==> src/hdl/fcdma_map.vh <==
// register map, field positions and encodings of the four-channel dma
`ifndef FCDMA_MAP_VH
`define FCDMA_MAP_VH

// ----------------------------------------
// register index within a channel window
// ----------------------------------------
`define FC_R_SAR 3'h0
`define FC_R_DAR 3'h1
`define FC_R_BCR 3'h2
`define FC_R_CTL 3'h3
`define FC_R_STA 3'h4
`define FC_R_LAST 3'h4

// ----------------------------------------
// channel_control fields
// ----------------------------------------
`define FC_C_INT 0
`define FC_C_EXT 1
`define FC_C_CS 2
`define FC_C_AA 3
`define FC_C_SOURCE_INCREMENT 4
`define FC_C_DEST_INCREMENT 5
`define FC_C_SSZ 6
`define FC_C_DSZ 8
`define FC_C_BWC 10
`define FC_C_START 13
`define FC_CTL_W 14

// ----------------------------------------
// channel_status fields
// ----------------------------------------
`define FC_S_DONE 0
`define FC_S_BSY 1
`define FC_S_REQ 2
`define FC_S_BED 4
`define FC_S_BES 5
`define FC_S_CE 6

// ----------------------------------------
// width codes and bandwidth block size
// ----------------------------------------
`define FC_W_LONG 2'h0
`define FC_W_BYTE 2'h1
`define FC_W_WORD 2'h2
`define FC_W_LINE 2'h3
`define FC_BWC_UNLIM 3'h0
`define FC_BLK_SH 6
`define FC_BCR_W 24

`endif

==> src/hdl/fcdma_top.v <==
// four-channel dual-address dma engine with apb register access
// ----------------------------------------
// How it works
// - start bit or external line requests
// - external line only when enabled
// - cycle steal: one transfer per request
// - continuous runs to zero, boundary, done
// - unlimited code keeps bus request
// - drop request at boundary, re-request
// - seven block sizes from bandwidth code
// - skipped boundary keeps request asserted
// - read phase, source increment, multi reads
// - write phase, decrement, done or repeat
// - pending flag while waiting unselected
// - bus errors set flags and halt
// - increments 1,2,4,8,16 or held
// - internal starts at once, external waits
// - control writes act at once, abort
// - fixed ascending channel priority
// - unlimited outranks only next lower
// - auto align picks larger side
// - aligned size from address, count
// - other side largest legal access
// - interrupt at end, done clears all
// - misaligned setup sets config error
// - zero count at start is error
// - start bit clears at first access
// - transfer moves larger width bytes, aligned size when auto aligned
// ----------------------------------------
`timescale 1ns/1ns
`include "fcdma_map.vh"

module fcdma_top (
    input wire clk_sys,
    input wire rst_b,
    input wire psel,
    input wire penable,
    input wire pwrite,
    input wire [11:0] paddr,
    input wire [31:0] pwdata,
    output reg [31:0] prdata,
    output wire pready,
    output wire pslverr,
    input wire [3:0] dma_request_in,
    output wire [3:0] dma_irq,
    output wire bus_req,
    input wire bus_grant,
    output wire bus_valid,
    output wire bus_write,
    output wire [31:0] bus_addr,
    output wire [4:0] bus_size,
    output wire [127:0] bus_wdata,
    input wire [127:0] bus_rdata,
    input wire bus_done,
    input wire bus_err
);

localparam S_IDLE = 3'h0;
localparam S_CHK = 3'h1;
localparam S_RD = 3'h2;
localparam S_WR = 3'h3;
localparam S_GAP = 3'h4;

// ----------------------------------------
// helpers
// ----------------------------------------
function [4:0] wbytes;
    input [1:0] code;
    begin
        case (code)
            `FC_W_BYTE: wbytes = 5'h01;
            `FC_W_WORD: wbytes = 5'h02;
            `FC_W_LINE: wbytes = 5'h10;
            default: wbytes = 5'h04;
        endcase
    end
endfunction

// largest power of two not above cap, aligned to a and not above lim
function [4:0] fit;
    input [3:0] a;
    input [4:0] cap;
    input [23:0] lim;
    integer k;
    reg [4:0] s;
    begin
        s = cap;
        for (k = 0; k < 4; k = k + 1) begin
            if (s > 5'h01 && ((a & (s[3:0] - 4'h1)) != 4'h0 || {19'h0, s} > lim)) begin
                s = s >> 1;
            end
        end
        fit = s;
    end
endfunction

// ----------------------------------------
// state
// ----------------------------------------
reg [31:0] sar_r [0:3];
reg [31:0] dar_r [0:3];
reg [23:0] bcr_r [0:3];
reg [13:0] ctl_r [0:3];
reg [3:0] done_r;
reg [3:0] ce_r;
reg [3:0] bes_r;
reg [3:0] bed_r;
reg [3:0] cont_r;
reg [2:0] st_r;
reg [1:0] ch_r;
reg [4:0] rsz_r;
reg [4:0] wsz_r;
reg [4:0] tsz_r;
reg [4:0] cnt_r;
reg [127:0] hold_r;
integer i, j, n;

// ----------------------------------------
// apb decode
// ----------------------------------------
wire [1:0] a_ch = paddr[6:5];
wire [2:0] a_ix = paddr[4:2];
wire a_bad = (paddr[11:7] != 5'h00) || (a_ix > `FC_R_LAST) || (paddr[1:0] != 2'h0);
wire wen = psel & penable & pwrite & ~a_bad;
assign pready = 1'b1;
assign pslverr = psel & penable & a_bad;

reg [3:0] dclr;
reg [3:0] want;
reg [3:0] z;
reg [3:0] stat_req;
always @* begin
    for (i = 0; i < 4; i = i + 1) begin
        // done write clears status and stops
        dclr[i] = wen && a_ch == i[1:0] && a_ix == `FC_R_STA && pwdata[`FC_S_DONE];
        // external channel waits for its line
        want[i] = (ctl_r[i][`FC_C_START] | (ctl_r[i][`FC_C_EXT] & dma_request_in[i])
                   | cont_r[i]) & ~done_r[i];
        z[i] = ctl_r[i][`FC_C_BWC +: 3] == `FC_BWC_UNLIM;
        // pending while requested but not selected
        stat_req[i] = want[i] & ~(st_r != S_IDLE && ch_r == i[1:0]);
    end
end

always @* begin
    prdata = 32'h0;
    if (psel && !pwrite && !a_bad) begin
        case (a_ix)
            `FC_R_SAR: prdata = sar_r[a_ch];
            `FC_R_DAR: prdata = dar_r[a_ch];
            `FC_R_BCR: prdata = {8'h0, bcr_r[a_ch]};
            `FC_R_CTL: prdata = {18'h0, ctl_r[a_ch]};
            default: prdata = {25'h0, ce_r[a_ch], bes_r[a_ch], bed_r[a_ch], 1'b0,
                               stat_req[a_ch], want[a_ch] | (st_r != S_IDLE && ch_r == a_ch),
                               done_r[a_ch]};
        endcase
    end
end

assign dma_irq[0] = done_r[0] & ctl_r[0][`FC_C_INT];
assign dma_irq[1] = done_r[1] & ctl_r[1][`FC_C_INT];
assign dma_irq[2] = done_r[2] & ctl_r[2][`FC_C_INT];
assign dma_irq[3] = done_r[3] & ctl_r[3][`FC_C_INT];

// ----------------------------------------
// arbitration
// ----------------------------------------
// ascending order by default
// unlimited channel swaps with next lower only
// the swap pairs can never overlap, so one pass is enough
reg [7:0] ord;
reg [1:0] pk;
reg pk_v;
reg [1:0] tmp;
always @* begin
    ord = 8'he4;
    tmp = 2'h0;
    for (j = 1; j < 4; j = j + 1) begin
        if (z[j] && !z[j - 1]) begin
            tmp = ord[2 * j +: 2];
            ord[2 * j +: 2] = ord[2 * j - 2 +: 2];
            ord[2 * j - 2 +: 2] = tmp;
        end
    end
    pk = 2'h0;
    pk_v = 1'b0;
    for (j = 3; j >= 0; j = j - 1) begin
        if (want[ord[2 * j +: 2]]) begin
            pk = ord[2 * j +: 2];
            pk_v = 1'b1;
        end
    end
end

// ----------------------------------------
// transfer sizing for the selected channel
// ----------------------------------------
wire [13:0] cc = ctl_r[ch_r];
wire [31:0] sa = sar_r[ch_r];
wire [31:0] da = dar_r[ch_r];
wire [23:0] bc = bcr_r[ch_r];
wire [4:0] rc = wbytes(cc[`FC_C_SSZ +: 2]);
wire [4:0] wc = wbytes(cc[`FC_C_DSZ +: 2]);
wire aa = cc[`FC_C_AA];
// source aligned when its width is not smaller
wire src_al = rc >= wc;
// aligned size limited by address and remaining count
wire [4:0] al_sz = src_al ? fit(sa[3:0], rc, bc) : fit(da[3:0], wc, bc);
// other side takes the largest legal access
wire [4:0] ot_sz = src_al ? fit(da[3:0], wc, {19'h0, al_sz}) : fit(sa[3:0], rc, {19'h0, al_sz});
// transfer moves the larger configured width
wire [4:0] t_nrm = src_al ? rc : wc;
wire [4:0] rsz_n = aa ? (src_al ? al_sz : ot_sz) : rc;
wire [4:0] wsz_n = aa ? (src_al ? ot_sz : al_sz) : wc;
wire [4:0] tsz_n = aa ? al_sz : t_nrm;
// alignment checks when not auto aligned
wire mis = !aa && (((sa[4:0] & (rc - 5'h01)) != 5'h00) || ((da[4:0] & (wc - 5'h01)) != 5'h00)
           || ((bc[4:0] & (t_nrm - 5'h01)) != 5'h00));
// increment when counting, aligned side always
wire s_inc = cc[`FC_C_SOURCE_INCREMENT] | (aa & src_al);
wire d_inc = cc[`FC_C_DEST_INCREMENT] | (aa & ~src_al);

// seven block sizes, 1 << (code + shift) bytes
wire [2:0] bandwidth_limit = cc[`FC_C_BWC +: 3];
wire [23:0] blk_m = (24'h1 << ({1'b0, bandwidth_limit} + 4'd`FC_BLK_SH)) - 24'h1;
wire [23:0] nb = bc - {19'h0, tsz_r};
wire r_last = (cnt_r + rsz_r) >= tsz_r;
wire w_last = (cnt_r + wsz_r) >= tsz_r;
// only an exact landing on a boundary drops the request
wire land = bandwidth_limit != `FC_BWC_UNLIM && nb != 24'h0 && (nb & blk_m) == 24'h0 && !cc[`FC_C_CS];

// ----------------------------------------
// internal bus master
// ----------------------------------------
// request drops during the last write before a boundary
// otherwise held until the count runs out, or in cycle steal until each transfer ends
wire drop = st_r == S_WR && w_last && land;
// only the selected channel reaches the bus
assign bus_req = (st_r == S_CHK || st_r == S_RD || st_r == S_WR) && !drop;
assign bus_valid = (st_r == S_RD || st_r == S_WR) && bus_grant;
assign bus_write = st_r == S_WR;
assign bus_addr = (st_r == S_WR) ? da : sa;
assign bus_size = (st_r == S_WR) ? wsz_r : rsz_r;
assign bus_wdata = hold_r >> {cnt_r, 3'h0};
wire beat = bus_valid & bus_done;

// ----------------------------------------
// registers and engine
// ----------------------------------------
always @(posedge clk_sys or negedge rst_b) begin
    if (!rst_b) begin
        for (n = 0; n < 4; n = n + 1) begin
            sar_r[n] <= 32'h0;
            dar_r[n] <= 32'h0;
            bcr_r[n] <= 24'h0;
            ctl_r[n] <= 14'h0;
        end
        done_r <= 4'h0;
        ce_r <= 4'h0;
        bes_r <= 4'h0;
        bed_r <= 4'h0;
        cont_r <= 4'h0;
        st_r <= S_IDLE;
        ch_r <= 2'h0;
        rsz_r <= 5'h0;
        wsz_r <= 5'h0;
        tsz_r <= 5'h0;
        cnt_r <= 5'h0;
        hold_r <= 128'h0;
    end else begin
        // software side first, so hardware sets below win
        if (wen) begin
            case (a_ix)
                `FC_R_SAR: sar_r[a_ch] <= pwdata;
                `FC_R_DAR: dar_r[a_ch] <= pwdata;
                `FC_R_BCR: bcr_r[a_ch] <= pwdata[23:0];
                `FC_R_CTL: ctl_r[a_ch] <= pwdata[13:0];
                default: ;
            endcase
        end
        for (n = 0; n < 4; n = n + 1) begin
            if (dclr[n]) begin
                done_r[n] <= 1'b0;
                ce_r[n] <= 1'b0;
                bes_r[n] <= 1'b0;
                bed_r[n] <= 1'b0;
                cont_r[n] <= 1'b0;
            end
        end
        case (st_r)
            S_IDLE: begin
                if (pk_v) begin
                    ch_r <= pk;
                    st_r <= S_CHK;
                end
            end
            S_CHK: begin
                if (!want[ch_r]) begin
                    st_r <= S_IDLE;
                // zero count with a start is an error
                end else if (bc == 24'h0 || mis) begin
                    ce_r[ch_r] <= 1'b1;
                    done_r[ch_r] <= 1'b1;
                    cont_r[ch_r] <= 1'b0;
                    ctl_r[ch_r][`FC_C_START] <= 1'b0;
                    st_r <= S_IDLE;
                end else begin
                    rsz_r <= rsz_n;
                    wsz_r <= wsz_n;
                    tsz_r <= tsz_n;
                    cnt_r <= 5'h0;
                    hold_r <= 128'h0;
                    // start clears as the access begins
                    ctl_r[ch_r][`FC_C_START] <= 1'b0;
                    // continuous mode keeps its own request
                    cont_r[ch_r] <= ~cc[`FC_C_CS];
                    st_r <= S_RD;
                end
            end
            S_RD: begin
                if (beat) begin
                    if (bus_err) begin
                        bes_r[ch_r] <= 1'b1;
                        done_r[ch_r] <= 1'b1;
                        cont_r[ch_r] <= 1'b0;
                        st_r <= S_IDLE;
                    end else begin
                        // gather reads until a full transfer is held
                        hold_r <= hold_r | ((bus_rdata & ~({128{1'b1}} << {rsz_r, 3'h0}))
                                  << {cnt_r, 3'h0});
                        if (s_inc) begin
                            sar_r[ch_r] <= sa + {27'h0, rsz_r};
                        end
                        cnt_r <= r_last ? 5'h0 : cnt_r + rsz_r;
                        if (r_last) begin
                            st_r <= S_WR;
                        end
                    end
                end
            end
            S_WR: begin
                if (beat) begin
                    if (bus_err) begin
                        // failed write loses the held data
                        bed_r[ch_r] <= 1'b1;
                        done_r[ch_r] <= 1'b1;
                        cont_r[ch_r] <= 1'b0;
                        hold_r <= 128'h0;
                        st_r <= S_IDLE;
                    end else begin
                        if (d_inc) begin
                            dar_r[ch_r] <= da + {27'h0, wsz_r};
                        end
                        cnt_r <= w_last ? 5'h0 : cnt_r + wsz_r;
                        if (w_last) begin
                            bcr_r[ch_r] <= nb;
                            if (nb == 24'h0) begin
                                done_r[ch_r] <= 1'b1;
                                cont_r[ch_r] <= 1'b0;
                                st_r <= S_IDLE;
                            end else if (cc[`FC_C_CS]) begin
                                st_r <= S_IDLE;
                            end else if (land) begin
                                st_r <= S_GAP;
                            end else begin
                                st_r <= S_CHK;
                            end
                        end
                    end
                end
            end
            S_GAP: begin
                // one idle cycle then arbitrate again
                st_r <= S_IDLE;
            end
            default: st_r <= S_IDLE;
        endcase
        // aborting the running channel ends its sequence
        if (dclr[ch_r] && st_r != S_IDLE) begin
            st_r <= S_IDLE;
            cont_r[ch_r] <= 1'b0;
        end
    end
end

endmodule

==> config.mk <==
export PLATFORM = sky130hd
export DESIGN_NAME = fcdma_top
export DESIGN_NICKNAME = d
export VERILOG_FILES = /design/src/hdl/fcdma_top.v
export VERILOG_INCLUDE_DIRS = /design/src /design/src/hdl
export SDC_FILE = /design/constraint.sdc
export NUM_CORES = 2
export LEC_CHECK = 0
export BUFFER_PORTS_ARGS = -buffer_cell sky130_fd_sc_hd__buf_2
export CAP_MARGIN = 10
export CORE_MARGIN = 3
export CORE_UTILIZATION = 56
export DETAILED_ROUTE_END_ITERATION = 7
export PLACE_DENSITY = 0.79
export SETUP_SLACK_MARGIN = 0.5
export SLEW_MARGIN = 20
export SYNTH_ARGS = -nofsm -noshare
export SYNTH_HDL_FRONTEND = slang
export SYNTH_SLANG_ARGS = --single-unit
==> constraint.sdc <==
create_clock -name clk_sys -period 20.5 [get_ports clk_sys]
set_input_delay 1.025 -clock clk_sys [delete_from_list [all_inputs] [get_ports clk_sys]]
set_output_delay 1.025 -clock clk_sys [all_outputs]
set_load 0.05 [all_outputs]
Word level (Yosys, flattened, before mapping)
Index checks and enable logic that the tools add are counted.
- bits in registers: 581
- input bits: 184
- output and inout port bits: 206
- add/subtract/negate cells: 24
- order comparisons: 45
- equality and inequality tests: 32
- shifts and indexed selects: 4
- muxes and demuxes: 211
- bitwise operators: 78
- reductions and logical operators: 121
- operators by type and width (cell ; count):
    $mux W128 ; 18
    $mux W96 ; 6
    $bwmux W128 ; 4
    $mux W32 ; 12
    $pmux W128 S3 ; 1
    $bmux W32 S2 ; 4
    $mux W56 ; 4
    $bwmux W96 ; 2
    $gt A5 B24 Y1 ; 8
    $mux W5 ; 33
    $mux W24 ; 6
    $and A128 B128 Y128 ; 1
    $demux W32 S2 ; 2
    $not A128 Y128 ; 1
    $or A128 B128 Y128 ; 1
    $pmux W32 S4 ; 1
    $shl A128 B8 Y128 ; 1
    $shl A128 B8 Y128 const A ; 1
    $shr A128 B8 Y128 ; 1
    $mux W4 ; 28
    $bmux W24 S2 ; 2
    $demux W24 S2 ; 2
    $logic_not A24 Y1 ; 3
    $gt A5 B1 Y1 const B ; 14
    67 further kinds ; 359

Logic depth before layout (Yosys ltp)
- word-level depth: 56
- gate-level depth with buffers: 110
- mapped depth without buffers: 99

Worst setup path after synthesis
Ideal clock, no wire load.
- path type: reg-to-reg
- start point: register ch_r[0]
- end point: register rsz_r[3]
- arrival: 22310 ps
- required time: 20435 ps
- slack: -1875 ps
- stages on the path, launching flop included: 104
- path buffers: 12
- period minus slack after synthesis: 22375 ps
- cells stage by stage: dfrtp_1 -> buf_6 -> buf_4 -> buf_2 -> buf_2 -> buf_1 -> clkbuf_1 -> clkbuf_1 -> clkbuf_1 -> buf_1 -> buf_1 -> mux4_2 -> inv_1 -> ha_1 -> inv_1 -> clkbuf_1 -> ha_1 -> or2_2 -> (+68 left out) -> o21ai_1 -> o22ai_1 -> nand2_1 -> o21ai_0 -> inv_1 -> ha_1 -> nor2b_1 -> o21a_1 -> o21ai_0 -> nand2b_1 -> a21oi_1 -> a31oi_1 -> a21oi_1 -> o31ai_1 -> a311oi_2 -> mux2i_1 -> a2111oi_0 -> a21o_1
- longest elaborated chain between the ends: 56
- ends and longest elaborated chain (item ; RTL line ; text):
    from (decl) ; fcdma_top.v:110 ; reg [1:0] ch_r;
    from (signal assigned) ; fcdma_top.v:293 ; ch_r <= pk;
    parallel branches: the longest is 56 deep, another holds $gt A5 B24 Y1 ; -- ;
    to (signal assigned) ; fcdma_top.v:308 ; rsz_r <= rsz_n;
    to (decl) ; fcdma_top.v:111 ; reg [4:0] rsz_r;
Parallel ways; which one is timed is not known. The select of a mux whose other input is x is not followed.
A chain may end at the register's enable or synchronous reset.

Final worst setup path
- start point: register ch_r[0]
- end point: register wsz_r[3]
- longest elaborated chain between the ends: 56
- ends and longest elaborated chain (item ; RTL line ; text):
    parallel branches: the longest is 56 deep, another holds $gt A5 B24 Y1 ; -- ;
    to (signal assigned) ; fcdma_top.v:309 ; wsz_r <= wsz_n;
    to (decl) ; fcdma_top.v:112 ; reg [4:0] wsz_r;
Parallel ways; which one is timed is not known. The select of a mux whose other input is x is not followed.

==> impl_metrics.sql <==
INSERT INTO impl_metrics (metric_group, metric, value, unit) VALUES
('setup_path', 'critical_path_buf_inv_count', '8', ''),
('clock_network', 'cts.clk_slew.worst_paths', '0.07', 'ns'),
('final_layout', 'fillers', '7210', ''),
('final_layout', 'layout.nets', '6097', ''),
('synthesis', 'async_flop_share', '1.00', ''),
('setup_path', 'endpoint_arrival_time_on_the_critical_path', '19.28', 'ns'),
('setup_path', 'slowest_delay', '0.57', 'ns'),
('synthesis', 'synthesis.instances', '5632', ''),
('clock_network', 'cts_num_sinks', '581', ''),
('floorplanning', 'placementRows', '107', ''),
('synthesis', 'yosysSeqAreaShare', '0.298', ''),
('sta', 'setup_viol', '0', ''),
('floorplanning', 'floorplan.die.width', '301', 'um'),
('global_routing', 'globalRouteTotalUtil', '0.422', ''),
('clock_network', 'number_of_buffers_created_by_cts', '67', ''),
('job', 'timing.max_cap.violations', '0', ''),
('setup_path', 'cell_type_of_the_slowest_stage_on_the_worst_timing_path', 'sky130_fd_sc_hd__mux4_2', ''),
('synthesis', 'postSynthRegisterBits', '581', ''),
('sta', 'grt_setup_unrepaired', 'false', ''),
('clock_network', 'clock_tree_root_driver_cell', 'sky130_fd_sc_hd__clkbuf_16', ''),
('setup_path', 'worst-endpoint-required', '21.00', 'ns'),
('setup_path', 'reg2reg_depth', '90', ''),
('sta', 'period_share', '0.916', ''),
('drt', 'vias_per_cell', '6.97', ''),
('clock_network', 'max-clock-path-buffers', '3', ''),
('drt', 'drtPass1Iterations', '7', ''),
('synthesis', 'postSynthNetCount', '5963', ''),
('setup_path', 'r2r_end', 'wsz_r[3]', ''),
('hold_path', 'worstHoldPathType', 'input pin to asynchronous set/reset pin', ''),
('final_layout', 'syn2layout_area_growth', '10.9', '%'),
('floorplanning', 'die_area', '90600', 'um2'),
('setup_path', 'setup.worst_path.end', 'wsz_r[3]', ''),
('drt', 'route.antenna.remaining_nets', '0', ''),
('synthesis', 'synth_top_cells_by_count', 'sky130_fd_sc_hd__nor2_1 (776), sky130_fd_sc_hd__nand2_1 (595), sky130_fd_sc_hd__dfrtp_1 (581), sky130_fd_sc_hd__a21oi_1 (490), sky130_fd_sc_hd__o21ai_0 (469)', ''),
('synthesis', 'synthDominantCellAreaShare', '0.298', ''),
('setup_path', 'timing.critical_path.from_type', 'register', ''),
('sta', 'fin_skew', '0.0300', 'ns'),
('sta', 'setup_total_negative_slack', '0', 'ns'),
('setup_path', 'path_class', 'register to register', ''),
('synthesis', 'yosys_warnings', '0', ''),
('sta', 'tightest_slew', '1.16', 'ns'),
('run_status', 'outcome', 'complete, no violations', ''),
('setup_path', 'worstSetupEndpointType', 'register', ''),
('global_routing', 'globalRoute.totalOverflow', '0', ''),
('floorplanning', 'io_pins', '390', ''),
('setup_path', 'rr_startpoint', 'ch_r[0]', ''),
('synthesis', 'synth-edff-count', '0', ''),
('global_routing', 'antenna_violations_before_repair', '19', ''),
('synthesis', 'synth.cell_area', '48700', 'um2'),
('drt', 'post-route-drc-count', '0', ''),
('sta', 'timing.final.crit_period', '18.78', 'ns'),
('drt', 'drt-wirelength-per-cell', '28.3', 'um'),
('setup_path', 'critical_path.startpoint', 'ch_r[0]', ''),
('synthesis', 'post-synth-top-area-cell', 'sky130_fd_sc_hd__dfrtp_1', ''),
('floorplanning', 'floorplan.core_area', '85700', 'um2'),
('setup_path', 'crit_top_cell', 'sky130_fd_sc_hd__ha_1', ''),
('clock_network', 'cts_hold_buf', '0', ''),
('drt', 'routed_wirelength', '197', 'mm'),
('placed_design', 'port-buffer-count', '388', ''),
('drt', 'drtIter0Drc', '7258', ''),
('floorplanning', 'floorplan.initialDensity', '0.569', ''),
('setup_path', 'cpLargestDelayFamily', 'compound AO/OA/AOI/OAI gates', ''),
('synthesis', 'synthMostInstantiatedCell', 'sky130_fd_sc_hd__nor2_1', ''),
('sta', 'clock.fmax', '53.3', 'MHz'),
('final_layout', 'post_route_cells_drive_above_1_share', '0.226', ''),
('placed_design', 'post-dp-hpwl', '139', 'mm'),
('synthesis', 'post_synth_num_cell_types', '113', ''),
('global_routing', 'grt_max_degree', '114', ''),
('global_routing', 'via_count_of_the_first_global_routing_pass', '46100', ''),
('global_routing', 'first_pass_grt_wire_length', '291', 'mm'),
('sta', 'hold_violations_final', '0', '');
registers in the layout, summed over array words and instances, names as in the netlist, named ones only:
| register | flops |
|---|---|
| ch_r | 2 |
| rsz_r | 5 |
| done_r | 4 |
| bcr_r | 96 |
| bes_r | 4 |
| cont_r | 4 |
| st_r | 3 |
| cnt_r | 5 |
| wsz_r | 5 |
| sar_r | 128 |
| bed_r | 4 |
| dar_r | 128 |
| ce_r | 4 |
| ctl_r | 4 |
| hold_r | 128 |
| tsz_r | 5 |
placed cells by master, fill, tap and decap left out, drive strengths merged, types with 16 or more instances in the layout:
master,netlist,routed
a21o,38,38
mux2i,328,328
nor3,58,58
nand2b,35,35
a211oi,100,100
o211ai,23,23
o31ai,18,18
mux2,352,352
and2,49,49
nor2,776,776
dfrtp,581,581
inv,133,138
nand3,130,130
o22a,16,16
a311oi,22,22
nor2b,37,37
xnor2,58,58
a31oi,77,77
and3,41,41
a21oi,493,493
nand2,596,596
o22ai,67,67
o21a,24,24
clkbuf,354,96
ha,142,142
xor2,42,42
mux4,220,220
a22oi,44,44
buf,93,512
nor4,19,19
o21ai,478,478
layer usage:
| layer | share of wire | wire (um) | vias to the layer above | GRT usage |
|---|---|---|---|---|
| li1 | - | - | 20700 | - |
| met1 | 0.37 | 72000 | 23400 | 0.545 |
| met2 | 0.43 | 85200 | 3658 | 0.635 |
| met3 | 0.13 | 26400 | 755 | 0.125 |
| met4 | 0.068 | 13300 | 18 | 0.235 |
| met5 | 0.00076 | 149 | - | 0 |
logic make-up (layout without fill, tap and decap cells):
family / count (synthesis) / count (layout) / synth area share
compound gates: 1510 / 1510 / 0.188
flops: 581 / 581 / 0.298
simple gates: 1810 / 1810 / 0.160
mux: 900 / 900 / 0.251
xor+xnor: 100 / 100 / 0.0181
other cells: 1 / 9 / 0.0000770
fa+ha+maj: 147 / 147 / 0.0385
buf+inv: 583 / 769 / 0.0458
stage by stage:
| step | setup slack [ns] | cell area, um2 | utilization | cells | hold WS [ns] |
|---|---|---|---|---|---|
| 2_1_floorplan | 0.569 | 48800 | - | 5632 | 0.442 |
| 3_3_place_gp | 1.38 | 51500 | 0.601 | 6833 | 0.460 |
| 3_5_place_dp | 0.961 | 51500 | 0.601 | 6833 | 0.470 |
| 4_1_cts | 0.964 | 53800 | 0.628 | 6954 | 0.470 |
| 5_1_grt | 0.500 | 54000 | 0.630 | 6965 | 0.490 |
| 6_report | 1.72 | 54000 | 0.630 | 6970 | 0.398 |
worst min-delay path by stage:
stage / depth (start not counted) / slack, ns / startpoint / end
3_3_place_gp: 2 / 0.46 / bed_r[3] / bed_r[3]
6_report: 1 / 0.40 / rst_b / wsz_r[1]
4_1_cts: 1 / 0.47 / rst_b / wsz_r[1]
2_1_floorplan: 2 / 0.44 / ce_r[2] / ce_r[2]
5_1_grt: 1 / 0.49 / rst_b / wsz_r[1]
3_5_place_dp: 2 / 0.47 / bes_r[3] / bes_r[3]
layout make-up:
type,instances,area (um2),share of cell area
Timing Repair Buffer,512,2940,0.0543
Sequential cell,581,14600,0.270
Tap cell,1144,1430,0.0265
Antenna cell,8,20.0,0.000371
Multi-Input combinational cell,4468,32200,0.597
Clock buffer,96,1940,0.0358
Inverter,136,524,0.00971
Clock inverter,25,377,0.00697
what timing repair did:
item                       in CTS  in global routing
setup buffers                   0                  8
setup endpoints to repair       0                 10
resized for setup               0                 17
Power is left out: the tool's default activity adds up to more than one toggle a clock period on the data nets, which glitch-free logic cannot reach.
